### src/shared/spi_port_pkg.sv
/*
  Package for the serial peripheral port: register indices, field positions,
  reset values and state enumeration.
  Assumes a 32-bit Avalon-MM slave with word addresses (index = byte offset / 4).
*/
package spi_port_pkg;
  // Register indices (word address)
  localparam logic [2:0] REG_CTRL_ONE = 3'h0;
  localparam logic [2:0] REG_CTRL_TWO = 3'h1;
  localparam logic [2:0] REG_BAUD = 3'h2;
  localparam logic [2:0] REG_STATUS = 3'h3;
  localparam logic [2:0] REG_DATA_HIGH = 3'h4;
  localparam logic [2:0] REG_DATA_LOW = 3'h5;

  // Control one fields
  localparam int C1_IRQ_EN = 7;
  localparam int C1_SYS_EN = 6;
  localparam int C1_TXE_IRQ_EN = 5;
  localparam int C1_MASTER = 4;
  localparam int C1_CLOCK_POLARITY = 3;
  localparam int C1_CLOCK_PHASE = 2;
  localparam int C1_SEL_OE = 1;
  localparam int C1_LSB_FIRST = 0;
  // Control two fields
  localparam int C2_WIDTH = 6;
  localparam int C2_MODE_FAULT_FLAG_EN = 4;
  localparam logic [7:0] C2_MASK = 8'h50;
  // Baud fields
  localparam logic [7:0] BAUD_MASK = 8'h77;
  localparam int BAUD_PRE_LSB = 4;
  // Status fields
  localparam int S_DONE = 7;
  localparam int S_TXE = 5;
  localparam int S_MODE_FAULT_FLAG = 4;

  localparam logic [7:0] CTRL_ONE_RST = 8'h04;
  localparam logic [7:0] CTRL_TWO_RST = 8'h00;
  localparam logic [7:0] BAUD_RST = 8'h00;

  typedef enum logic [1:0] {IDLE, LEAD, SHIFT, TRAIL} xfer_state_t;
endpackage

### src/hdl/spi_port.sv
/*
  Serial peripheral port, master or slave, with byte-wide control, baud, status
  and split 16-bit data registers on an Avalon-MM slave.
  Assumes pin inputs are synchronous to ref_clk and the slave clock is slow
  enough (at most ref_clk/4) to be edge-detected.
*/
// Notes on behaviour
// - System enable hands pins to the port; clearing idles it and clears flags.
// - Irq enable raises irq while transfer-done or mode-fault flag set.
// - Tx-empty irq enable raises irq while system enable and tx-empty flag set.
// - Master select chooses mode; any mode change forces idle.
// - Clock polarity sets idle level of serial clock.
// - Clock phase samples on odd edges at 0, even edges at 1.
// - Select pin driven as output only in master with mode-fault enable and select enable.
// - Lsb-first bit picks shift order.
// - Data register keeps MSB in top position regardless of order.
// - In master, changing polarity, phase, select enable or order aborts transfer.
// - Reserved bits read zero and ignore writes.
// - Master drives MOSI, slave receives on MOSI.
// - Slave drives MISO, master receives on MISO.
// - Master may drive select; slave takes select as input from master.
// - Master makes serial clock; slave shifts on the external clock.
// - Width bit selects 8-bit low byte or 16-bit both bytes.
// - Master with mode-fault enable and select enable clear: select is fault input.
// - Serial clock = bus clock / ((pre+1) * 2^(sel+1)).
`timescale 1ns/1ps
module spi_port
  import spi_port_pkg::*;
(
  input wire logic ref_clk,
  input wire logic nrst,
  input wire logic [2:0] address,
  input wire logic read,
  input wire logic write,
  input wire logic [31:0] writedata,
  output logic [31:0] readdata,
  output logic waitrequest,
  output logic irqReq,
  output logic sclkOut,
  output logic sclkOe,
  input wire logic sclkIn,
  output logic mosiOut,
  output logic mosiOe,
  input wire logic mosiIn,
  output logic misoOut,
  output logic misoOe,
  input wire logic misoIn,
  output logic selNOut,
  output logic selNOe,
  input wire logic selNIn
);

  // ----------------------------------------------------------------
  // Registers and bus slave
  // ----------------------------------------------------------------
  logic [7:0] ctrlOne_q, ctrlTwo_q, baud_q;
  logic [15:0] txBuf_q, rxBuf_q, shift_q;
  logic txFull_q, done_q, mode_fault_flag_q;
  logic wrHit, rdHit, abort, txLoad, modfHit, finish;
  xfer_state_t state_q;

  function automatic logic [15:0] bitRev(input logic [15:0] v, input logic wide);
    logic [15:0] r;
    r = '0;
    for (int i = 0; i < 16; i++) begin
      r[i] = v[15 - i];
    end
    bitRev = wide ? r : {r[15:8], 8'h00};
  endfunction

  assign wrHit = write && !waitrequest;
  assign rdHit = read && waitrequest;

  // One wait state on every access, answered next cycle
  always_ff @(posedge ref_clk) begin
    if (!nrst) begin
      waitrequest <= 1'b1;
    end else begin
      waitrequest <= !((read || write) && waitrequest);
    end
  end

  always_ff @(posedge ref_clk) begin
    if (!nrst) begin
      ctrlOne_q <= CTRL_ONE_RST;
      ctrlTwo_q <= CTRL_TWO_RST;
      baud_q <= BAUD_RST;
    end else if (wrHit) begin
      if (address == REG_CTRL_ONE) begin
        ctrlOne_q <= writedata[7:0];
      end else if (address == REG_CTRL_TWO) begin
        ctrlTwo_q <= writedata[7:0] & C2_MASK;
      end else if (address == REG_BAUD) begin
        baud_q <= writedata[7:0] & BAUD_MASK;
      end
    end
  end

  logic enable, master, clock_polarity, clock_phase, lsbFirst, wide, mode_fault_enable, selOe;
  assign enable = ctrlOne_q[C1_SYS_EN];
  assign master = ctrlOne_q[C1_MASTER];
  assign clock_polarity = ctrlOne_q[C1_CLOCK_POLARITY];
  assign clock_phase = ctrlOne_q[C1_CLOCK_PHASE];
  assign lsbFirst = ctrlOne_q[C1_LSB_FIRST];
  assign wide = ctrlTwo_q[C2_WIDTH];
  assign mode_fault_enable = ctrlTwo_q[C2_MODE_FAULT_FLAG_EN];
  assign selOe = ctrlOne_q[C1_SEL_OE];

  logic [7:0] status;
  assign status = {done_q, 1'b0, !txFull_q, mode_fault_flag_q, 4'h0};

  // read data MSB-top; high byte reads zero in 8-bit width
  always_ff @(posedge ref_clk) begin
    if (!nrst) begin
      readdata <= 32'h0;
    end else if (rdHit) begin
      if (address == REG_CTRL_ONE) begin
        readdata <= {24'h0, ctrlOne_q};
      end else if (address == REG_CTRL_TWO) begin
        readdata <= {24'h0, ctrlTwo_q};
      end else if (address == REG_BAUD) begin
        readdata <= {24'h0, baud_q};
      end else if (address == REG_STATUS) begin
        readdata <= {24'h0, status};
      end else if (address == REG_DATA_HIGH) begin
        readdata <= {24'h0, wide ? rxBuf_q[15:8] : 8'h00};
      end else if (address == REG_DATA_LOW) begin
        readdata <= {24'h0, rxBuf_q[7:0]};
      end else begin
        readdata <= 32'h0;
      end
    end
  end

  // ----------------------------------------------------------------
  // Abort detection
  // ----------------------------------------------------------------
  logic [7:0] lastC1_q, lastC2_q, lastBaud_q;
  always_ff @(posedge ref_clk) begin
    if (!nrst) begin
      lastC1_q <= CTRL_ONE_RST;
      lastC2_q <= CTRL_TWO_RST;
      lastBaud_q <= BAUD_RST;
    end else begin
      lastC1_q <= ctrlOne_q;
      lastC2_q <= ctrlTwo_q;
      lastBaud_q <= baud_q;
    end
  end
  // idle on disable, mode change or master-mode format change
  assign abort = !enable
    || (lastC1_q[C1_MASTER] != master)
    || (master && ((lastC1_q[3:0] != ctrlOne_q[3:0]) || (lastC2_q != ctrlTwo_q)
                   || (lastBaud_q != baud_q)));

  // ----------------------------------------------------------------
  // Baud divider
  // ----------------------------------------------------------------
  // half period = (pre+1) * 2^sel bus clocks
  logic [10:0] divCnt_q, halfDiv;
  logic tick;
  assign halfDiv = 11'((baud_q[6:4] + 4'h1) << baud_q[2:0]);
  assign tick = (divCnt_q == halfDiv - 11'h1);
  always_ff @(posedge ref_clk) begin
    if (!nrst || state_q == IDLE || abort) begin
      divCnt_q <= 11'h0;
    end else if (tick) begin
      divCnt_q <= 11'h0;
    end else begin
      divCnt_q <= divCnt_q + 11'h1;
    end
  end

  // ----------------------------------------------------------------
  // Slave edge detection
  // ----------------------------------------------------------------
  logic sclkPrev_q, selPrev_q;
  logic slvSel, slvEdge;
  always_ff @(posedge ref_clk) begin
    if (!nrst) begin
      sclkPrev_q <= 1'b0;
      selPrev_q <= 1'b1;
    end else begin
      sclkPrev_q <= sclkIn;
      selPrev_q <= selNIn;
    end
  end
  // slave runs from external select and clock
  assign slvSel = !master && !selNIn;
  assign slvEdge = slvSel && (sclkIn != sclkPrev_q);

  // ----------------------------------------------------------------
  // Shift engine
  // ----------------------------------------------------------------
  logic [4:0] edgeCnt_q, lastEdge;
  logic stepEdge, sampleEdge, rxBit;
  assign lastEdge = wide ? 5'h1F : 5'h0F;
  // odd edges (count 0,2,..) sample when phase 0
  assign sampleEdge = (edgeCnt_q[0] == clock_phase);
  assign stepEdge = master ? (state_q == SHIFT && tick) : slvEdge;
  assign rxBit = master ? misoIn : mosiIn;
  assign txLoad = enable && txFull_q && (state_q == IDLE) && !abort
    && (master || slvSel);

  logic sclkQ, takeBit, sampleDly_q, lastDly_q;
  logic [15:0] rxAsm_q;

  always_ff @(posedge ref_clk) begin
    if (!nrst || abort) begin
      state_q <= IDLE;
      edgeCnt_q <= 5'h0;
      shift_q <= 16'h0;
      sclkQ <= 1'b0;
    end else begin
      case (state_q)
        IDLE: begin
          sclkQ <= 1'b0;
          edgeCnt_q <= 5'h0;
          if (txLoad) begin
            // order chosen at load; shifter always sends bit 15
            shift_q <= lsbFirst ? bitRev(txBuf_q, wide)
                       : (wide ? txBuf_q : {txBuf_q[7:0], 8'h00});
            state_q <= SHIFT;
          end
        end
        SHIFT: begin
          if (stepEdge) begin
            sclkQ <= !sclkQ;
            edgeCnt_q <= edgeCnt_q + 5'h1;
            // change data on non-sampling edges; phase 1 holds bit 0 over edge 0
            if (!sampleEdge && edgeCnt_q != 5'h0) begin
              shift_q <= {shift_q[14:0], 1'b0};
            end
            if (edgeCnt_q == lastEdge) begin
              state_q <= master ? TRAIL : IDLE;
            end
          end
          if (!master && !slvSel) begin
            state_q <= IDLE;
          end
        end
        TRAIL: begin
          if (tick) begin
            state_q <= IDLE;
          end
        end
        default: state_q <= IDLE;
      endcase
    end
  end

  // Master samples a cycle late: its clock pin is a register behind the step
  assign takeBit = master ? sampleDly_q : (state_q == SHIFT && stepEdge && sampleEdge);
  assign finish = lastDly_q && enable && !abort;
  always_ff @(posedge ref_clk) begin
    if (!nrst || abort) begin
      sampleDly_q <= 1'b0;
      lastDly_q <= 1'b0;
      rxAsm_q <= 16'h0;
    end else begin
      sampleDly_q <= master && state_q == SHIFT && stepEdge && sampleEdge;
      lastDly_q <= state_q == SHIFT && stepEdge && (edgeCnt_q == lastEdge);
      if (takeBit) begin
        rxAsm_q <= {rxAsm_q[14:0], rxBit};
      end
    end
  end

  // ----------------------------------------------------------------
  // Buffers and flags
  // ----------------------------------------------------------------
  logic [15:0] rxFinal;
  always_comb begin
    rxFinal = takeBit ? {rxAsm_q[14:0], rxBit} : rxAsm_q;
    if (lsbFirst) begin
      rxFinal = bitRev(rxFinal, wide);
    end
    if (!wide) begin
      rxFinal = {8'h00, lsbFirst ? rxFinal[15:8] : rxFinal[7:0]};
    end
  end

  // select pulled low while master with fault input
  assign modfHit = enable && master && mode_fault_enable && !selOe && !selNIn && selPrev_q;

  always_ff @(posedge ref_clk) begin
    if (!nrst) begin
      txBuf_q <= 16'h0;
      rxBuf_q <= 16'h0;
      txFull_q <= 1'b0;
      done_q <= 1'b0;
      mode_fault_flag_q <= 1'b0;
    end else if (!enable) begin
      txFull_q <= 1'b0;
      done_q <= 1'b0;
      mode_fault_flag_q <= 1'b0;
    end else begin
      // Sets win over bus clears in the same cycle
      if (wrHit && address == REG_DATA_LOW) begin
        txBuf_q[7:0] <= writedata[7:0];
        txFull_q <= 1'b1;
      end else if (txLoad) begin
        txFull_q <= 1'b0;
      end
      if (wrHit && address == REG_DATA_HIGH) begin
        txBuf_q[15:8] <= writedata[7:0];
      end
      if (finish) begin
        rxBuf_q <= rxFinal;
        done_q <= 1'b1;
      end else if (rdHit && address == REG_DATA_LOW) begin
        done_q <= 1'b0;
      end
      if (modfHit) begin
        mode_fault_flag_q <= 1'b1;
      end else if (wrHit && address == REG_CTRL_ONE) begin
        mode_fault_flag_q <= 1'b0;
      end
    end
  end

  // ----------------------------------------------------------------
  // Pins and interrupt
  // ----------------------------------------------------------------
  always_ff @(posedge ref_clk) begin
    if (!nrst) begin
      sclkOut <= 1'b0;
      sclkOe <= 1'b0;
      mosiOut <= 1'b0;
      mosiOe <= 1'b0;
      misoOut <= 1'b0;
      misoOe <= 1'b0;
      selNOut <= 1'b1;
      selNOe <= 1'b0;
      irqReq <= 1'b0;
    end else begin
      sclkOut <= clock_polarity ^ (state_q == SHIFT && sclkQ);
      sclkOe <= enable && master;
      mosiOut <= shift_q[15];
      mosiOe <= enable && master;
      misoOut <= shift_q[15];
      misoOe <= enable && slvSel;
      // select output only with fault enable and select enable
      selNOut <= !(state_q != IDLE);
      selNOe <= enable && master && mode_fault_enable && selOe;
      irqReq <= (ctrlOne_q[C1_IRQ_EN] && (done_q || mode_fault_flag_q))
        || (ctrlOne_q[C1_TXE_IRQ_EN] && enable && !txFull_q);
    end
  end

  // ----------------------------------------------------------------
  // Assertions
  // ----------------------------------------------------------------
  property p_disable_idle;
    @(posedge ref_clk) disable iff (!nrst) !enable |=> state_q == IDLE && !done_q;
  endproperty
  a_disable_idle: assert property (p_disable_idle) else $error("not idle when disabled");
  property p_irq;
    @(posedge ref_clk) disable iff (!nrst)
      ctrlOne_q[C1_IRQ_EN] && done_q |=> irqReq;
  endproperty
  a_irq: assert property (p_irq) else $error("missing irq");
  property p_txe_irq;
    @(posedge ref_clk) disable iff (!nrst)
      !ctrlOne_q[C1_IRQ_EN] && !ctrlOne_q[C1_TXE_IRQ_EN] |=> !irqReq;
  endproperty
  a_txe_irq: assert property (p_txe_irq) else $error("irq without enable");
  property p_mode_abort;
    @(posedge ref_clk) disable iff (!nrst) $changed(master) |=> state_q == IDLE;
  endproperty
  a_mode_abort: assert property (p_mode_abort) else $error("mode change kept transfer");
  property p_idle_clk;
    @(posedge ref_clk) disable iff (!nrst) state_q == IDLE ##1 state_q == IDLE |-> sclkOut == $past(clock_polarity);
  endproperty
  a_idle_clk: assert property (p_idle_clk) else $error("idle clock level wrong");
  property p_sel_oe;
    @(posedge ref_clk) disable iff (!nrst) selNOe |-> $past(master && mode_fault_enable && selOe);
  endproperty
  a_sel_oe: assert property (p_sel_oe) else $error("select driven wrongly");
  property p_fmt_abort;
    @(posedge ref_clk) disable iff (!nrst) master && $changed(clock_phase) |=> state_q == IDLE;
  endproperty
  a_fmt_abort: assert property (p_fmt_abort) else $error("format change kept transfer");
  property p_reserved;
    @(posedge ref_clk) disable iff (!nrst) (ctrlTwo_q & ~C2_MASK) == 8'h00 && (baud_q & ~BAUD_MASK) == 8'h00;
  endproperty
  a_reserved: assert property (p_reserved) else $error("reserved bit set");
  c_master_xfer: cover property (@(posedge ref_clk) master && finish);
  c_slave_xfer: cover property (@(posedge ref_clk) !master && finish);
  c_mode_fault_flag: cover property (@(posedge ref_clk) modfHit);
endmodule

### config.mk
export PLATFORM = sky130hd
export DESIGN_NAME = spi_port
export DESIGN_NICKNAME = d
export VERILOG_FILES = /design/src/shared/spi_port_pkg.sv /design/src/hdl/spi_port.sv
export SDC_FILE = /design/constraint.sdc
export NUM_CORES = 1
export LEC_CHECK = 0
export CORE_MARGIN = 5
export CORE_UTILIZATION = 65
export CTS_CLUSTER_SIZE = 30
export DETAILED_ROUTE_END_ITERATION = 16
export DONT_BUFFER_PORTS = 1
export PLACE_DENSITY = 0.93
export SLEW_MARGIN = 0
export SYNTH_ARGS = -nofsm -noshare
export SYNTH_HDL_FRONTEND = slang
export SYNTH_SLANG_ARGS = --single-unit
### constraint.sdc
create_clock -name ref_clk -period 5.85 [get_ports ref_clk]
set_input_delay 0.585 -clock ref_clk [delete_from_list [all_inputs] [get_ports ref_clk]]
set_output_delay 0.585 -clock ref_clk [all_outputs]
set_load 0.03 [all_outputs]
==> impl_metrics.yaml <==
run_status:
  outcome: "complete, no violations"
grt:
  grtUsageTotal: 0.259
  grt_pass1_vias: 5856
  grt_max_degree: 79
  overflow: 0
  antenna_found_initial: 0
  grt_first_pass_wirelength_um: 28200
layout:
  finalNetCount: 870
  area_growth_pct: 6.17
  drive_gt1_frac: 0.101
  fillCellCount: 807
  n_antenna_cell: 0
  final_area_um2: 7900
power:
  p_comb_frac: 0.037
  p_int_mw: 1.62
  ir_drop_v: 0.000257
  power.share.switching: 0.231
  power.density_nw_per_um2: 267
  switchingPower_uw: 488
  seqPwrFrac: 0.444
  clkPwrFrac: 0.519
  power.leakage_nw: 2.78
logic_synthesis:
  post-synth-top-count-cell: "dfxtp_1"
  ys.flop_type: "dfxtp_1"
  yosys_warnings: 0
  synth_area_leaders: "dfxtp_1 36%, mux2i_1 8.7%, nand2_1 4.0%"
  synth_cell_type_count: 76
  netlist_top_cells_count: "135 x dfxtp_1, 80 x nand2_1, 80 x nor2_1"
  synth_top_area_cell: "dfxtp_1"
  async_flop_share: 0
  ys_ff_latch: 135
  synth_edf_count: 0
  netlist_area_um2: 7440
  synth.top_cell.area_share: 0.363
  synth_area_per_cell_um2: 8.62
  yosysSeqAreaShare: 0.363
  netlist_instances: 863
detailed_routing:
  vias: 6107
  ant_nets: 0
  first_pass_iters: 5
  viasPerCell: 6.24
  wirelength_um: 17000
  drtIter0Drc: 758
  routedWlPerCell_um: 17.4
  drc: 0
placed_design:
  place_area_um2: 7300
  io_buffers: 0
  place.gp.congestion: 0.928
  hpwl_um: 11000
setup_path:
  critPathKind: "reg2reg"
  worstPathRequired_ns: 6.18
  cp.arrival_ns: 4.92
  crit_fanout: 31
  start_kind: "flip-flop"
  endpoint_kind: "flip-flop"
die:
  io_pins: 85
  rows: 39
  initial_core_util: 0.657
  die_y_um: 117
  die-area_um2: 13700
  die_x_um: 117
  fp.coreArea_um2: 11300
cts:
  cts.repair.resized: 0
  cts_buffer_depth: 2
  clk_latency_ns: 0.43
  postCtsSetupBuffers: 0
  cts.clk_slew.worst_paths_ns: 0.06
  holdBufCountCts: 0
  cts_buffers: 17
  cts.htree.levels: 4
  cts.sinks: 135
  cts_root_buf: "clkbuf_16"
  cts_tree: "done"
timing:
  min_period_ns: 4.59
  finalSetupTns_ns: 0
  clock.fmax_ghz: 0.218
  relSlewSlack: 0.256
  post-route-period-util: 0.785
  final_hold_viol_count: 0
  skew_ns: 0.00986
  max_slew.worst_pin.slew_ns: 1.12
  drv_slew: 0
  rsz0062_at_grt: "no"
  setup_viol: 0
worst_hold_path:
  hold_class: "in2reg"
flow_run:
  drv_cap: 0
[worst max-delay path: stages (launching register included)]
cell       delay [ns]
dfxtp_1          0.70
ha_1             0.42
nand2b_1         0.22
o21a_1           0.18
a221o_1          0.29
or4_4            0.44
o21ai_0          0.36
and4_1           0.34
o2111ai_4        0.22
a31oi_4          0.96
nor2_1           0.11
a211oi_2         0.24
[power groups by stage]
| stage | Clock [mW] | Sequential, mW | Combinational, mW |
|---|---|---|---|
| after detailed placement | 0 | 0.958 | 0.0767 |
| final | 1.10 | 0.938 | 0.0783 |
| after global routing | 1.15 | 0.938 | 0.0855 |
| after floorplan | 0 | 0.955 | 0.0918 |
| after global placement | 0 | 0.958 | 0.0754 |
| after CTS | 1.10 | 0.938 | 0.0777 |
[per-stage QoR]
step                      setup WS [ns]  hold slack [ns]  utilization  cells  total power [mW]
after global placement             1.46            0.446        0.644    946              1.03
final                              1.26            0.232        0.698    978              2.11
after CTS                          1.31            0.223        0.698    978              2.11
after floorplan                    2.59            0.439            -    886              1.05
after global routing              0.878            0.226        0.698    978              2.17
after detailed placement           1.36            0.460        0.644    946              1.03
[logic make-up (layout without fill, tap and decap cells)]
kind of cell	Yosys count	after routing	synth area share
other cells	1	24	0.000504
fa+ha+maj	5	5	0.00841
xor+xnor	36	36	0.0424
mux	73	73	0.0995
simple gates	323	323	0.221
flops	135	135	0.363
compound gates	193	193	0.199
buf+inv	97	46	0.0656
[path summary, 6_finish.rpt]
check                                  from           to  slack (ns)  cells after the start
worst max register to register    baud_q[4]  shift_q[14]        1.26                     11
worst min-delay path                 selNIn       misoOe        0.23                      1
worst max-delay path              baud_q[4]  shift_q[14]        1.26                     11
worst min register to register  rxBuf_q[13]  rxBuf_q[13]        0.46                      2
[per-layer routing]
layer	GRT usage	wire length [µm]	up-vias
met5	0	0	-
met4	0.106	476	0
met3	0.0746	1110	48
met2	0.429	8330	230
met1	0.317	7060	2905
li1	-	-	2924
[state kept, by name, indices dropped and copies added, names as in the netlist, 2 cells and up]
name,flops
rxBuf_q,16
lastC2_q,2
baud_q,6
txBuf_q,16
edgeCnt_q,5
ctrlTwo_q,2
lastBaud_q,6
divCnt_q,11
readdata,8
rxAsm_q,16
ctrlOne_q,8
shift_q,16
lastC1_q,5
state_q,2
[cells in the final DEF, fill, tap and decap left out, types with 7 or more instances in the layout]
| cell type | n |
|---|---|
| nor3_1 | 7 |
| and3_1 | 7 |
| o211ai_1 | 27 |
| nor2_2 | 10 |
| nor2b_1 | 33 |
| xor2_1 | 10 |
| a21boi_0 | 18 |
| a21oi_1 | 37 |
| and2_1 | 20 |
| nand3_1 | 35 |
| mux2i_1 | 65 |
| o21ai_0 | 27 |
| dfxtp_1 | 134 |
| o211a_1 | 14 |
| a211oi_2 | 15 |
| nand2b_1 | 12 |
| inv_1 | 9 |
| nor2_1 | 80 |
| xnor2_1 | 26 |
| nand2_1 | 80 |
| conb_1 | 24 |
| clkbuf_16 | 17 |
| mux2_2 | 8 |
| nand4b_1 | 7 |
[cell type report]
type / count / area, µm² / share of cell area
Multi-Input combinational cell: 654 / 4350 / 0.550
Timing Repair Buffer: 4 / 30.0 / 0.00380
Clock inverter: 14 / 175 / 0.0222
Sequential cell: 135 / 2700 / 0.342
Clock buffer: 18 / 429 / 0.0543
Inverter: 10 / 37.5 / 0.00475
Tap cell: 143 / 179 / 0.0226
No activity file was read; power rests on OpenSTA's default activity.
